File: config.mk
export PLATFORM = sky130hd
export DESIGN_NAME = dcb_device_flat
export DESIGN_NICKNAME = d
export VERILOG_FILES = /design/src/hdl/dcb_pkg.sv /design/src/hdl/dcb_if.sv /design/src/hdl/dcb_device.sv /design/src/flat_wrapper.sv
export SDC_FILE = /design/constraint.sdc
export NUM_CORES = 1
export LEC_CHECK = 0
export ABC_AREA = 1
export BUFFER_PORTS_ARGS = -buffer_cell sky130_fd_sc_hd__buf_4
export CAP_MARGIN = 15
export CORE_MARGIN = 8
export CORE_UTILIZATION = 25
export CTS_CLUSTER_DIAMETER = 100
export DETAILED_ROUTE_END_ITERATION = 10
export PLACE_DENSITY_LB_ADDON = 0.12
export SLEW_MARGIN = 15
export SYNTH_ARGS = -nofsm -noshare
export SYNTH_HDL_FRONTEND = slang
export SYNTH_SLANG_ARGS = --single-unit
File: constraint.sdc
create_clock -name clk -period 1.6 [get_ports clk]
set_clock_uncertainty 0.1 [all_clocks]
set_input_delay 0.32 -clock clk [delete_from_list [all_inputs] [get_ports clk]]
set_output_delay 0.32 -clock clk [all_outputs]
set_load 0.02 [all_outputs]
File: src/hdl/dcb_pkg.sv
// Purpose: Shared constants for the dual counter with byte readout
// Assumes: One system clock at 25 MHz; all pins sampled in that domain
// Notes:   Host map offsets and timing counts live here
package dcb_pkg;
   localparam int          CNT_W        = 16;
   localparam int          BYTE_W       = 8;
   localparam logic [15:0] CNT_RESET    = 16'h0000;
   localparam logic [15:0] CNT_FULL     = 16'hffff;
   localparam logic [31:0] STORE_RESET  = 32'h0000_0000;
   localparam int          A_LO_POS     = 0;
   localparam int          A_HI_POS     = 8;
   localparam int          B_LO_POS     = 16;
   localparam int          B_HI_POS     = 24;
   // Host byte map
   localparam logic [2:0]  OFS_A_LO     = 3'h0;
   localparam logic [2:0]  OFS_A_HI     = 3'h1;
   localparam logic [2:0]  OFS_B_LO     = 3'h2;
   localparam logic [2:0]  OFS_B_HI     = 3'h3;
   localparam logic [2:0]  OFS_CAPTURE  = 3'h4;
   localparam logic [2:0]  OFS_CLEAR    = 3'h5;
   // Timing
   localparam int          CLK_NS       = 40;
   localparam int          CLEAR_MIN_NS = 20;
   localparam int          CLEAR_CYC    = (CLEAR_MIN_NS + CLK_NS - 1) / CLK_NS + 1;
   localparam int          TZ_NS        = 200;
   localparam int          TZ_CYC       = (TZ_NS + CLK_NS - 1) / CLK_NS;
   localparam logic [3:0]  CLEAR_CYC_W  = 4'(CLEAR_CYC);
   localparam logic [3:0]  TZ_CYC_W     = 4'(TZ_CYC);
endpackage

File: src/hdl/dcb_if.sv
// Purpose: Pin bundle between the counter device and its host
// Assumes: Byte bus resolved here from the device output enable
// Notes:   Both count clocks are sampled pins, not clock ports
`timescale 1ns/1ps
`default_nettype none
interface dcb_if;
   logic       count_clock_a;
   logic       count_clock_b;
   logic       capture_clock;
   logic       counter_clear_n;
   logic       carry_out_a_n;
   logic       count_b_enable_n;
   logic       sel_a_low_byte_n;
   logic       sel_a_high_byte_n;
   logic       sel_b_low_byte_n;
   logic       sel_b_high_byte_n;
   logic [7:0] byte_out;
   logic       byte_out_oe;
   logic [7:0] byte_bus;
   // Floating bus reads as all ones, like a pulled-up data bus
   assign byte_bus = byte_out_oe ? byte_out : 8'hff;
   modport dev (input count_clock_a, count_clock_b, capture_clock, counter_clear_n,
                count_b_enable_n, sel_a_low_byte_n, sel_a_high_byte_n,
                sel_b_low_byte_n, sel_b_high_byte_n,
                output carry_out_a_n, byte_out, byte_out_oe);
   modport host (output count_clock_a, count_clock_b, capture_clock, counter_clear_n,
                 count_b_enable_n, sel_a_low_byte_n, sel_a_high_byte_n,
                 sel_b_low_byte_n, sel_b_high_byte_n,
                 input carry_out_a_n, byte_bus);
endinterface
`default_nettype wire

File: src/hdl/dcb_device.sv
//
// Contract
// - Two 16-bit counters, each on own clock
// - Carry low while counter A full
// - Counter B clock gated by enable
// - Enable active low, sampled at clock edge
// - System chains clocks and carry for 32 bits
// - Clear low zeroes counters at once
// - Capture edge copies both counts into store
// - Store holds until next capture edge
// - Store split per counter into byte halves
// - One select low drives chosen byte
// - All selects high float the bus
// - Host reads four bytes separately
// - Counts reach 65535 or 4294967295 chained
// - Host holds clear low over 20 ns
// - Host keeps capture and clear glitch free
// - Host map: reads, capture, clear, idle
//
// Purpose: Device end: two counters, capture store, byte readout
// Assumes: Pins arrive asynchronous and pass two flops first
// Notes:   Pin edges seen two to three clk cycles late
`timescale 1ns/1ps
`default_nettype none
module dcb_device (
   input  wire logic clk,
   input  wire logic arst_n,
   dcb_if.dev        pins,
   output logic [15:0] count_a,
   output logic [15:0] count_b,
   output logic [31:0] stored
);
   typedef struct packed {
      logic [2:0]  s_ca;     // Sync stages plus previous for edge detect
      logic [2:0]  s_cb;
      logic [2:0]  s_cap;
      logic [1:0]  s_clr;
      logic [1:0]  s_en;
      logic [1:0]  s_sal;
      logic [1:0]  s_sah;
      logic [1:0]  s_sbl;
      logic [1:0]  s_sbh;
      logic [15:0] cnt_a;
      logic [15:0] cnt_b;
      logic [31:0] store;
      logic        carry_n;
      logic [7:0]  bout;
      logic        oe;
      logic [15:0] cnt_a_o;
      logic [15:0] cnt_b_o;
   } dcb_dev_state_t;

   dcb_dev_state_t st_reg;
   dcb_dev_state_t st_next;

   // Rising edge seen between second sync stage and its delayed copy
   function automatic logic rise(input logic [2:0] s);
      rise = s[1] & ~s[2];
   endfunction

   // ***********************
   // Next state
   // ***********************
   always_comb begin
      logic [15:0] na;
      logic [15:0] nb;
      logic        clr_n;
      na      = st_reg.cnt_a;
      nb      = st_reg.cnt_b;
      clr_n   = st_reg.s_clr[1];
      st_next = st_reg;
      st_next.s_ca  = {st_reg.s_ca[1:0], pins.count_clock_a};
      st_next.s_cb  = {st_reg.s_cb[1:0], pins.count_clock_b};
      st_next.s_cap = {st_reg.s_cap[1:0], pins.capture_clock};
      st_next.s_clr = {st_reg.s_clr[0], pins.counter_clear_n};
      st_next.s_en  = {st_reg.s_en[0], pins.count_b_enable_n};
      st_next.s_sal = {st_reg.s_sal[0], pins.sel_a_low_byte_n};
      st_next.s_sah = {st_reg.s_sah[0], pins.sel_a_high_byte_n};
      st_next.s_sbl = {st_reg.s_sbl[0], pins.sel_b_low_byte_n};
      st_next.s_sbh = {st_reg.s_sbh[0], pins.sel_b_high_byte_n};
      // Counters step by one; full count rolls to zero naturally
      if (rise(st_reg.s_ca)) begin
         na = st_reg.cnt_a + 16'h0001;
      end
      // Enable sampled low at the B edge gates the count
      if (rise(st_reg.s_cb) && !st_reg.s_en[1]) begin
         nb = st_reg.cnt_b + 16'h0001;
      end
      // Clear dominates any count edge in the same cycle
      if (!clr_n) begin
         na = dcb_pkg::CNT_RESET;
         nb = dcb_pkg::CNT_RESET;
      end
      st_next.cnt_a   = na;
      st_next.cnt_b   = nb;
      st_next.cnt_a_o = na;
      st_next.cnt_b_o = nb;
      st_next.carry_n = ~(na == dcb_pkg::CNT_FULL);
      // Store loads only on the capture edge and holds otherwise
      if (rise(st_reg.s_cap)) begin
         st_next.store = {st_reg.cnt_b, st_reg.cnt_a};
      end
      // Byte mux; several selects low is undefined, priority A low first
      st_next.oe   = 1'b1;
      st_next.bout = 8'h00;
      if (!st_reg.s_sal[1]) begin
         st_next.bout = st_reg.store[dcb_pkg::A_LO_POS +: dcb_pkg::BYTE_W];
      end else if (!st_reg.s_sah[1]) begin
         st_next.bout = st_reg.store[dcb_pkg::A_HI_POS +: dcb_pkg::BYTE_W];
      end else if (!st_reg.s_sbl[1]) begin
         st_next.bout = st_reg.store[dcb_pkg::B_LO_POS +: dcb_pkg::BYTE_W];
      end else if (!st_reg.s_sbh[1]) begin
         st_next.bout = st_reg.store[dcb_pkg::B_HI_POS +: dcb_pkg::BYTE_W];
      end else begin
         st_next.oe = 1'b0;
      end
   end

   // ***********************
   // State register
   // ***********************
   always_ff @(posedge clk or negedge arst_n) begin
      if (!arst_n) begin
         st_reg         <= '0;
         st_reg.s_clr   <= 2'h3;
         st_reg.s_en    <= 2'h3;
         st_reg.s_sal   <= 2'h3;
         st_reg.s_sah   <= 2'h3;
         st_reg.s_sbl   <= 2'h3;
         st_reg.s_sbh   <= 2'h3;
         st_reg.carry_n <= 1'b1;
         st_reg.store   <= dcb_pkg::STORE_RESET;
      end else begin
         st_reg <= st_next;
      end
   end

   assign pins.carry_out_a_n = st_reg.carry_n;
   assign pins.byte_out      = st_reg.bout;
   assign pins.byte_out_oe   = st_reg.oe;
   assign count_a            = st_reg.cnt_a_o;
   assign count_b            = st_reg.cnt_b_o;
   assign stored             = st_reg.store;
endmodule
`default_nettype wire

File: src/flat_wrapper.sv
// flat-port wrapper written by rule: the top's interface ports become plain ports
module dcb_device_flat 
  (clk, arst_n, count_a, count_b, stored, pins_count_clock_a, pins_count_clock_b, pins_capture_clock, pins_counter_clear_n, pins_count_b_enable_n, pins_sel_a_low_byte_n, pins_sel_a_high_byte_n, pins_sel_b_low_byte_n, pins_sel_b_high_byte_n, pins_carry_out_a_n, pins_byte_out, pins_byte_out_oe);
  dcb_if pins_i ();
  input  wire logic clk;
  input  wire logic arst_n;
  output logic [15:0] count_a;
  output logic [15:0] count_b;
  output logic [31:0] stored;
  input wire logic [$bits(pins_i.count_clock_a)-1:0] pins_count_clock_a;
  input wire logic [$bits(pins_i.count_clock_b)-1:0] pins_count_clock_b;
  input wire logic [$bits(pins_i.capture_clock)-1:0] pins_capture_clock;
  input wire logic [$bits(pins_i.counter_clear_n)-1:0] pins_counter_clear_n;
  input wire logic [$bits(pins_i.count_b_enable_n)-1:0] pins_count_b_enable_n;
  input wire logic [$bits(pins_i.sel_a_low_byte_n)-1:0] pins_sel_a_low_byte_n;
  input wire logic [$bits(pins_i.sel_a_high_byte_n)-1:0] pins_sel_a_high_byte_n;
  input wire logic [$bits(pins_i.sel_b_low_byte_n)-1:0] pins_sel_b_low_byte_n;
  input wire logic [$bits(pins_i.sel_b_high_byte_n)-1:0] pins_sel_b_high_byte_n;
  output wire logic [$bits(pins_i.carry_out_a_n)-1:0] pins_carry_out_a_n;
  output wire logic [$bits(pins_i.byte_out)-1:0] pins_byte_out;
  output wire logic [$bits(pins_i.byte_out_oe)-1:0] pins_byte_out_oe;
  assign pins_i.count_clock_a = pins_count_clock_a;
  assign pins_i.count_clock_b = pins_count_clock_b;
  assign pins_i.capture_clock = pins_capture_clock;
  assign pins_i.counter_clear_n = pins_counter_clear_n;
  assign pins_i.count_b_enable_n = pins_count_b_enable_n;
  assign pins_i.sel_a_low_byte_n = pins_sel_a_low_byte_n;
  assign pins_i.sel_a_high_byte_n = pins_sel_a_high_byte_n;
  assign pins_i.sel_b_low_byte_n = pins_sel_b_low_byte_n;
  assign pins_i.sel_b_high_byte_n = pins_sel_b_high_byte_n;
  assign pins_carry_out_a_n = pins_i.carry_out_a_n;
  assign pins_byte_out = pins_i.byte_out;
  assign pins_byte_out_oe = pins_i.byte_out_oe;
  dcb_device u_core (.clk(clk), .arst_n(arst_n), .pins(pins_i), .count_a(count_a), .count_b(count_b), .stored(stored));
endmodule
---- Word level (Yosys, flattened, before mapping) ----
Cells that the tools add are included.
operators by class
  shift-type cells ........................ 0
  order comparisons ....................... 0
  equality and inequality tests ........... 2
  multiplexer cells ....................... 12
  reductions and logical operators ........ 2
  divide/modulo/power cells ............... 0
  add/sub/neg operators ................... 2
  multiply operators ...................... 0
  bitwise gates (word level) .............. 7
operator list
  operator                 number
  $mux W16                 4
  $add A16 B1 Y16 const B  2
  $mux W8                  4
  $eq A16 B16 Y1 const B   1
  $mux W1                  4
  $not A1 Y1               4
  $and A1 B1 Y1            3
  $ne A2 B2 Y1 const B     1
  $logic_and A1 B1 Y1      1
  $logic_not A1 Y1         1
word-level totals
  output and inout port bits .............. 74
  input bits .............................. 11
  bits in latches ......................... 0
  memory bits (read-only) ................. 0
  logic and storage cells ................. 40
  RAM bits ................................ 0
  memories kept ........................... 0
  bits in registers ....................... 95

---- Depth between registers and ports, before layout ----
Gate-level depths: netlist (run 1).
  depth after elaboration ................. 6
  depth in mapped cells ................... 11
  mapped depth without buffers ............ 11

---- Worst setup path before layout (run 1) ----
OpenSTA, ideal clock, no wires.
  kind .................................... register -> register
  start point ............................. register u_core.st_reg[90] (netlist name)
  end point ............................... register u_core.st_reg, in the netlist u_core.pins.carry_out_a_n
  setup time .............................. 0.083 ns
  stages on the path, launching flop included .. 11
  arrival time ............................ 1.365 ns
  slack ................................... 0.052 ns
  path buffers ............................ 0
  cell sequence ........................... dfrtp_1 -> ha_1 -> nand3_1 -> nor2_2 -> nand3_1 -> nand2_1 -> nand2_1 -> nor2_2 -> nand2_1 -> nor2_1 -> nand3_1
RTL lines
  item                      line               source
  start: declaration        dcb_device.sv:53   dcb_dev_state_t st_reg;
  start signal: assignment  dcb_device.sv:134  st_reg <= st_next;

==> metrics.md, run 1 <==
| Metric | Value |
|---|---|
| Slew @ Worst Pin | `403 ps` |
| CTS root buf | `clkbuf_16` |
| Synth Net Count | `543` |
| Critical path type | `reg2out` |
| Cell variety after synth | `27` |
| Clock Sinks | `95` |
| Die area | `22900 µm²` |
| Fin nets | `624` |
| Initial detailed-routing violation count | `173` |
| Initial antenna violation count | `0` |
| Synthesized instance count | `530` |
| Final Util | `33.5%` |
| # IOs | `85` |
| Clock Pin Slew Worst Setup and Hold Paths | `70 ps` |
| Max rail drop VDD | `550 µV` |
| Leak Pwr | `2.87 nW` |
| Status | `finished, violations left` |
| Pins Over Slew Limit | `0` |
| TritonCTS clock tree | `yes` |
| Setup Viol. Count Final | `3` |
| Tot GR Track Use | `12.5%` |
| CTS Buf Count | `9` |
| Startpoint Class | `flop` |
| # DRC | `0` |
| Crit path max fanout | `3` |
| #FFs+latches synth | `95` |
| Max_cap viols | `0` |
| Hold Vio Cnt, Final | `0` |
| FF-to-FF path depth | `10` |
| Post-route ant nets | `0` |
| Max reg flops | `41` |
| DP Worst Slack | `-83.1 ps` |
| Synth Warn # | `0` |
| Register area share after synthesis | `52.2%` |
| Ranking of synthesized cells by area | `dfrtp_1 45%, buf_4 12%, nand2_1 8.7%` |
| Ant. Diodes | `0` |
| GP Congestion | `0.857` |
| Hold WC Path Type | `reg2reg` |
| CP Capture Type | `primary output` |
| Vias per Instance | `4.19` |
| RSZ-0062 raised after global routing | `true` |
| Post-DP HPWL | `10400 µm` |
| R2R setup slack | `-80 ps` |
| Hold path start | `u_core.st_next[122]$_DFF_PN0_` |
| # rows | `49` |
| CTS H-tree depth | `3` |
| Cell area after synthesis | `4590 µm²` |
| Cell repeated most along the worst path | `buf_6` |
| M1 GR Usage | `16.0%` |
| Clock latency on the worst-skew pair | `360 ps` |
| Cell area after layout | `6020 µm²` |
| Syn_area_per_cell | `8.65 µm²` |
| Worst Path Arrival | `1270 ps` |
| Setup slack after layout | `-91.8 ps` |
| Slowest Stage Delay on Critical Path | `420 ps` |
| Die width | `151 µm` |
| Rel. slew slack | `72.9%` |
| Met2 Use GR | `19.8%` |
| Fillers | `1884` |
| DR WL/cell | `16.1 µm` |
| Final Cycle Share | `106%` |
| Yosys top cell area share | `44.7%` |
| Post-place instance area | `5360 µm²` |
| Number of global-route vias before repair | `3689` |
| R2r startpoint | `u_core.st_reg[90]$_DFF_PN0_` |
| Initial core utilization | `25.5%` |
| Met3 usage | `4.31%` |
| DRT Wirelength | `13600 µm` |
| Fin Setup TNS | `-179 ps` |
| Worst hold path depth | `0` |
| Worst EP required | `1180 ps` |
| Reg2reg end | `u_core.pins.carry_out_a_n$_DFF_PN1_` |
| Failing checks | `negative setup slack` |
| CP Cell Sequence | `buf_4 -> buf_6 -> buf_6 -> buf_6` |
| Grt peak-use layer | `met2` |
| CTS Buffer Depth | `2` |
| Router iterations before antenna repair | `4` |
| Post-route minimum period | `1690 ps` |
| Crit path max-delay cell type | `dfrtp_1` |
| Hold path endpoint | `u_core.st_next[123]$_DFF_PN0_` |
| Leading area contributor after synthesis | `dfrtp_1` |
| Grt ovf | `0` |
| Port bufs | `84` |
| Vias | `3537` |
| Largest net degree at the start of global routing | `52` |
| CORE AREA | `18000 µm²` |
| Fmax | `591 MHz` |
| Share of cells above drive strength 1 | `36.9%` |
| Die outline height | `151 µm` |
| P&R area growth vs syn | `31.2%` |
| Pwr dens | `885 nW/µm²` |
| First-pass GRT wire length | `21500 µm` |
[cell type report]
| type | instances | area (µm²) | share of cell area, % |
|---|---|---|---|
| repair buffers | 153 | 1250 | 20.8 |
| well taps | 229 | 287 | 4.76 |
| inverters | 63 | 236 | 3.93 |
| clock inverters | 6 | 91.3 | 1.52 |
| multi-input cells | 289 | 1520 | 25.3 |
| flip-flops and latches | 95 | 2400 | 39.9 |
| clock buffers | 10 | 229 | 3.80 |
[routing by layer]
metal  vias to the layer above  wire, µm
li1                       1769         -
met5                         -         0
met4                         0       202
met2                        73      6280
met1                      1684      6220
met3                        11       931
[Yosys cell counts]
master	instances
nand4_1	4
nor3_1	3
nor2_4	2
nor2_1	47
dfrtp_1	82
ha_1	2
o21ai_0	45
nand3_1	25
clkinv_1	2
a21oi_1	25
clkbuf_1	9
o21ai_1	2
nand2_2	3
buf_2	2
inv_1	60
inv_2	1
mux2_2	3
nand3_2	2
nand2_1	106
dfstp_2	13
a221oi_1	2
or2_2	1
o211ai_1	8
buf_4	72
xor2_1	1
nor3_4	1
nor2_2	7
[worst max-delay path, delay by kind of cell, from the launching register on]
family                 cells  cell delay, ps
flip-flops                 1             420
buffers and inverters      4             500
[power by group]
part	leakage [nW]	total, W	switching (W)	internal [W]
clock network	0.157	0.00236	0.000980	0.00138
logic	1.48	0.000444	0.000259	0.000186
registers	1.23	0.00252	0.0000430	0.00248
total	2.87	0.00533	0.00128	0.00405
[placed cells by master, fill, tap and decap left out, types with 4 or more instances in the layout]
cell type	count
buf_6	5
nand4_1	4
clkbuf_16	9
dfrtp_1	76
inv_1	57
dfstp_2	13
nand2_1	99
dfrtp_2	6
buf_12	5
inv_2	4
nor2_2	11
nor2_1	38
buf_4	133
dlygate4sd3_1	10
nor2_4	7
nand2_2	9
o211ai_1	8
nand3_2	4
o21ai_0	43
a21oi_1	23
nand3_1	20
[how the worst max path moves through the flow]
stage	slack (ps)	to	cells past startpoint	startpoint
6_report	-90	count_a[0]	4	u_core.st_reg[90]$_DFF_PN0_
5_1_grt	-220	u_core.pins.carry_out_a_n$_DFF_PN1_	11	u_core.st_reg[90]$_DFF_PN0_
4_1_cts	-10	u_core.pins.carry_out_a_n$_DFF_PN1_	11	u_core.st_next[126]$_DFF_PN0_
3_5_place_dp	-80	u_core.pins.carry_out_a_n$_DFF_PN1_	10	u_core.st_reg[91]$_DFF_PN0_
3_3_place_gp	-130	u_core.pins.carry_out_a_n$_DFF_PN1_	9	u_core.st_reg[95]$_DFF_PN0_
2_1_floorplan	50	u_core.pins.carry_out_a_n$_DFF_PN1_	10	u_core.st_reg[90]$_DFF_PN0_
[through the flow]
| stage | hold WS [ps] | instances | power, W |
|---|---|---|---|
| after floorplan | -75.6 | 530 | 0.00278 |
| after global placement | 235 | 810 | 0.00298 |
| after detailed placement | 236 | 810 | 0.00297 |
| after CTS | 253 | 837 | 0.00540 |
| after global routing | 259 | 845 | 0.00556 |
| final | 252 | 845 | 0.00533 |
[cell families after synthesis]
| group | count (synthesis) | synth area share [%] |
|---|---|---|
| simple gates | 201 | 18.9 |
| buf+inv | 146 | 17.9 |
| flops | 95 | 52.2 |
| compound gates | 82 | 9.55 |
| mux | 3 | 0.736 |
| fa+ha+maj | 2 | 0.545 |
| xor+xnor | 1 | 0.191 |
[repair_timing]
item / in CTS / in global routing
hold buffers: 10 / 0
hold endpoints to repair: 91 / 0
setup endpoints to repair: 7 / 15
gates resized for setup: 26 / 27
buffers inserted: 1 / 8
pin swaps: 5 / 15
No activity file was read; power rests on OpenSTA's default activity.
==> run 2: changes to the inputs <==
- ABC_AREA: 1 -> not set
==> run 2 against run 1 <==
  * The flow still finishes with violations (negative setup slack)
  * Area after synthesis increased by 2.0%
  * Setup slack got worse by 62 ps
  * Worst hold slack got worse by 4.2 ps
==> metrics.md, run 2 <==
| Metric | Value |
|---|---|
| Post-route minimum period | `1750 ps` |
| Register Area | `2400 µm²` |
| Power Internal | `0.00387 W` |
| Synthesized instance count | `407` |
| Initial detailed-routing violation count | `144` |
| Ranking of synthesized cells by area | `dfrtp_1 44%, buf_4 12%, mux2_2 8.9%` |
| Tot GR Track Use | `11.0%` |
| Ys flop type | `dfrtp_1` |
| Vias per Instance | `4.27` |
| RSZ-0062 raised after global routing | `true` |
| Port bufs | `84` |
| Leak Pwr | `2.98 nW` |
| Number of global-route vias before repair | `3359` |
| Router iterations before antenna repair | `4` |
| Hold WC Path Type | `reg2reg` |
| Grt ovf | `0` |
| Status | `finished, violations left` |
| Fin nets | `497` |
| Multi-input logic area | `1820 µm²` |
| Worst Path Arrival | `1910 ps` |
| Clock power frac | `43.8%` |
| Die area | `23400 µm²` |
| Failing checks | `negative setup slack` |
| Largest net degree at the start of global routing | `36` |
| Commonest cells after routing, fill and taps aside | `133 x buf_4, 79 x dfrtp_1, 36 x mux2_2` |
| Cell variety after synth | `45` |
| Die width | `153 µm` |
| Pins Over Slew Limit | `0` |
| DR WL/cell | `17.1 µm` |
| Startpoint Class | `flop` |
| Fillers | `1903` |
| CTS root buf | `clkbuf_16` |
| Yosys top cell area share | `43.9%` |
| Part of the power in combinational logic | `6.3%` |
| Setup slack after layout | `-154 ps` |
| Die outline height | `153 µm` |
| Clock latency on the worst-skew pair | `350 ps` |
| Rel. slew slack | `78.1%` |
| Sequential share of power | `49.8%` |
| Synth Net Count | `420` |
| Initial core utilization | `25.3%` |
| Switch Pwr | `0.00116 W` |
| Post-route ant nets | `0` |
| Commonest non-fill, non-tap cell in the layout | `buf_4` |
| Share of cells above drive strength 1 | `49.5%` |
| P&R area growth vs syn | `29.7%` |
| Max reg flops | `41` |
| Post-DP HPWL | `9210 µm` |
| CP Capture Type | `flop` |
| Clock Sinks | `95` |
| # DRC | `0` |
| CTS H-tree depth | `3` |
| Commonest cells post-synth | `82 x dfrtp_1, 73 x buf_4, 37 x mux2_2, 24 x and2_1` |
| Ant. Diodes | `0` |
| CTS Buffer Depth | `2` |
| First-pass GRT wire length | `20000 µm` |
| Syn_area_per_cell | `11.5 µm²` |
| Setup Viol. Count Final | `11` |
| DRT Wirelength | `12400 µm` |
| GP Congestion | `0.782` |
| CTS Buf Count | `9` |
| #FFs+latches synth | `95` |
| EDFF count, synth | `0` |
| CORE AREA | `18500 µm²` |
| Register area share after synthesis | `51.1%` |
| Initial antenna violation count | `0` |
| # IOs | `85` |
| Pwr dens | `829 nW/µm²` |
| Slew @ Worst Pin | `328 ps` |
| TritonCTS clock tree | `yes` |
| Crit path max fanout | `3` |
| Max_cap viols | `0` |
| Post-place instance area | `5440 µm²` |
| Top-count cell post-synth | `dfrtp_1` |
| Sw Ratio | `23.1%` |
| Fmax | `570 MHz` |
| Final Cycle Share | `110%` |
| Critical path type | `reg2reg` |
| Vias | `3086` |
| # rows | `50` |
| Synth Warn # | `0` |
| Clock Pin Slew Worst Setup and Hold Paths | `60 ps` |
| Cell area after synthesis | `4680 µm²` |
| Post-synth ARST share | `100%` |
| Leading area contributor after synthesis | `dfrtp_1` |
| Worst EP required | `1760 ps` |
| Max rail drop VDD | `423 µV` |
| Hold Vio Cnt, Final | `0` |
| Cell area after layout | `6070 µm²` |
| Fin Hold WS | `247 ps` |
run 2: worst max-delay path, cell delays in order, from the launching register on:
cell and delay, ps:
dfrtp_1 410, and4b_2 340, nand2_2 80, a211o_1 280
a2111oi_4 330, nand4b_1 130
run 2: path summary, 6_finish.rpt:
kind	from	end	slack [ps]	cells past startpoint
setup / recovery	u_core.st_reg[126]$_DFF_PN0_	u_core.pins.carry_out_a_n$_DFF_PN1_	-150	5
hold / removal	u_core.st_next[125]$_DFF_PN0_	u_core.st_next[126]$_DFF_PN0_	250	0
setup reg to reg	u_core.st_reg[126]$_DFF_PN0_	u_core.pins.carry_out_a_n$_DFF_PN1_	-150	5
hold reg to reg	u_core.st_next[125]$_DFF_PN0_	u_core.st_next[126]$_DFF_PN0_	250	0
max in group asynchronous	arst_n	u_core.st_reg[109]$_DFF_PN1_	530	3
min in group asynchronous	arst_n	u_core.st_next[122]$_DFF_PN0_	320	2
run 2: repair_timing:
item,in CTS,in global routing
setup buffers,4,4
endpoints found under the setup margin,25,26
endpoints found under the hold margin,24,0
pin swaps,10,7
resized for setup,23,22
hold buffers,10,0
run 2: power by group through the flow:
| stage | Sequential (W) | Combinational [W] | Clock, W |
|---|---|---|---|
| global route | 0.00252 | 0.000355 | 0.00236 |
| finish | 0.00251 | 0.000318 | 0.00221 |
| detailed placement | 0.00255 | 0.000302 | 0 |
| global placement | 0.00255 | 0.000300 | 0 |
| floorplan | 0.00253 | 0.000165 | 0 |
| CTS | 0.00251 | 0.000326 | 0.00228 |
run 2: layout make-up:
type	count	area share [%]
sequential	95	39.5
multi-input combinational	219	30.0
timing repair buffer	153	20.4
tap	234	4.82
clock buffer	11	4.00
clock inverter	5	0.928
inverter	6	0.371
run 2: cells by family after synthesis:
group                      count (synthesis)  share of synthesized area, %
AOI/OAI and AO/OA                         36                          4.68
xor gates and xnor gates                  26                          4.87
adders and majority gates                  2                         0.535
buffers and inverters                     93                          13.6
DFF                                       95                          51.1
muxes                                     38                          9.12
and+or+nand+nor                          117                          16.0
run 2: stage by stage:
stage | setup WS (ps) | cells | setup TNS [ps] | util, % | power [W]
floorplan | -60.3 | 407 | -60.3 | - | 0.00270
global placement | -176 | 690 | -1610 | 29.4 | 0.00285
detailed placement | -202 | 690 | -1840 | 29.4 | 0.00285
CTS | -121 | 720 | -546 | 32.2 | 0.00512
global route | -236 | 723 | -2330 | 32.8 | 0.00523
finish | -154 | 723 | -731 | 32.8 | 0.00503
run 2: metal layers:
metal | part of all wire [%] | global-route usage (%) | wire length, µm
met5 | 0 | 0 | 0
met4 | 1.6 | 4.71 | 204
met3 | 3.7 | 2.45 | 464
met2 | 47 | 17.4 | 5790
met1 | 48 | 14.4 | 5940
==> run 3: changes to the inputs <==
- GPL_TIMING_DRIVEN: not set -> 0
==> run 3 against run 2 <==
  * Critical endpoint unchanged
  * Wire length increased by 1.9%
  * Final cell count is 8.3% higher
  * Cell area rose by 8.5%
  * Sequential share of layout area decreased by 2.9 points
  * Core utilization is 2.8 points higher
  * Global-route usage decreased by 0.082 points
  * Via count increased by 5.3%
  * The flow finishes with violations (negative hold slack, negative setup slack)
==> metrics.md, run 3 (synthesis results as in run 2) <==
| Metric | Value |
|---|---|
| Tot GR Track Use | `11.0%` |
| Final Cycle Share | `110%` |
| CTS root buf | `clkbuf_16` |
| Commonest non-fill, non-tap cell in the layout | `buf_4` |
| # IOs | `85` |
| Setup slack after layout | `-155 ps` |
| FF-to-FF path depth | `6` |
| CORE AREA | `18500 µm²` |
| Largest net degree at the start of global routing | `96` |
| Fin Hold WS | `-37.5 ps` |
| Router iterations before antenna repair | `4` |
| Rel. slew slack | `39.4%` |
| CTS H-tree depth | `3` |
| Initial detailed-routing violation count | `96` |
| Ant. Diodes | `0` |
| Fin Setup TNS | `-557 ps` |
| Setup Viol. Count Final | `9` |
| Crit path max-delay cell type | `dfrtp_2` |
| CTS Buf Count | `9` |
| # DRC | `0` |
| Die outline height | `153 µm` |
| Fin nets | `557` |
| Die width | `153 µm` |
| Startpoint Class | `flop` |
| Multi-input logic area | `1860 µm²` |
| Die area | `23400 µm²` |
| Max reg flops | `41` |
| Post-route minimum period | `1760 ps` |
| Slowest Stage Delay on Critical Path | `420 ps` |
| Fillers | `1899` |
| Port bufs | `84` |
| First-pass GRT wire length | `19900 µm` |
| Clock Pin Slew Worst Setup and Hold Paths | `70 ps` |
| Post-route ant nets | `0` |
| Cell count along the critical path | `6` |
| Initial core utilization | `25.3%` |
| # rows | `50` |
| Vias | `3251` |
| GP Congestion | `0.726` |
| Max rail drop VDD | `499 µV` |
| Slew @ Worst Pin | `909 ps` |
| Fmax | `570 MHz` |
| Share of cells above drive strength 1 | `57.6%` |
| Pwr dens | `760 nW/µm²` |
| Hold Vio Cnt, Final | `14` |
| Number of global-route vias before repair | `3486` |
| CP Cell Sequence | `and2_4 -> buf_8 -> nand3b_4 -> a211o_1 -> a2111oi_4 -> nand4b_1` |
| Register Area | `2410 µm²` |
| CP delay by family, top | `compound AO/OA/AOI/OAI gates` |
| Cell area after layout | `6580 µm²` |
| Clock Sinks | `95` |
| CTS Buffer Depth | `2` |
| P&R area growth vs syn | `40.7%` |
| Commonest cells after routing, fill and taps aside | `171 x buf_4, 68 x dfrtp_1, 36 x mux2_2` |
| Final Util | `35.5%` |
| DP Worst Slack | `-396 ps` |
| Critical path type | `reg2reg` |
| Hold WC Path Type | `in2async` |
| Finished Layout Cells | `783` |
| Grt ovf | `0` |
| Worst Path Arrival | `1910 ps` |
| Failing checks | `negative hold slack, negative setup slack` |
| Vias per Instance | `4.15` |
| Post-DP HPWL | `8740 µm` |
| Crit path max fanout | `8` |
| Pins Over Slew Limit | `0` |
| Post-place instance area | `5630 µm²` |
| Max_cap viols | `0` |
| Placed cells | `725` |
| Initial antenna violation count | `0` |
| TritonCTS clock tree | `yes` |
| Worst EP required | `1750 ps` |
| Leak Pwr | `3.26 nW` |
| DRT Wirelength | `12600 µm` |
| Buf+Inv Stages, Crit Path | `1` |
| Status | `finished, violations left` |
| CP Capture Type | `flop` |
| RSZ-0062 raised after global routing | `true` |
| Clock latency on the worst-skew pair | `340 ps` |
| DR WL/cell | `16.1 µm` |
run 3: worst paths after layout:
path	end	slack (ps)	startpoint
worst max-delay path	u_core.pins.carry_out_a_n$_DFF_PN1_	-160	u_core.st_reg[90]$_DFF_PN0_
worst min-delay path	u_core.st_next[122]$_DFF_PN0_	-40	arst_n
worst max register to register	u_core.pins.carry_out_a_n$_DFF_PN1_	-160	u_core.st_reg[90]$_DFF_PN0_
worst min register to register	u_core.st_next[120]$_DFF_PN0_	250	u_core.st_next[119]$_DFF_PN0_
max in group asynchronous	u_core.st_reg[97]$_DFF_PN0_	750	arst_n
min in group clk	u_core.st_next[120]$_DFF_PN0_	250	u_core.st_next[119]$_DFF_PN0_
run 3: timing repair:
action,4_1_cts,5_1_grt
resized for setup,57,30
hold buffers,9,0
setup buffers,25,12
setup endpoints to repair,64,29
pin swaps,19,15
endpoints found under the hold margin,9,0
gates cloned,1,0
run 3: area by class of cell:
cell class              instances  share of cell area [%]
plain buffers                  83                    9.73
clock buffers                  10                    3.48
clock inverters                 6                   0.931
inverters                       6                   0.342
multi-input cells             220                    28.2
flip-flops and latches         95                    36.6
well taps                     234                    4.45
repair buffers                129                    16.2
run 3: per-layer routing:
layer | up-vias | track usage, % | share of wire, %
met5 | - | 0 | 0
met4 | 0 | 3.86 | 1.1
met3 | 8 | 2.40 | 3.3
met2 | 55 | 17.5 | 47
met1 | 1591 | 14.4 | 49
li1 | 1597 | - | -
run 3: through the flow:
step | power, W | hold WS (ps)
floorplan | 0.00270 | -75.6
global placement | 0.00286 | 232
detailed placement | 0.00286 | 236
CTS | 0.00509 | 18.8
global route | 0.00522 | 24.0
finish | 0.00501 | -37.5
run 3: report_power, final:
group / switching [W] / leakage (nW) / internal, W / total (W)
Clock: 0.000925 / 0.142 / 0.00121 / 0.00213
Sequential: 0.0000428 / 1.23 / 0.00247 / 0.00251
Combinational: 0.000187 / 1.89 / 0.000179 / 0.000366
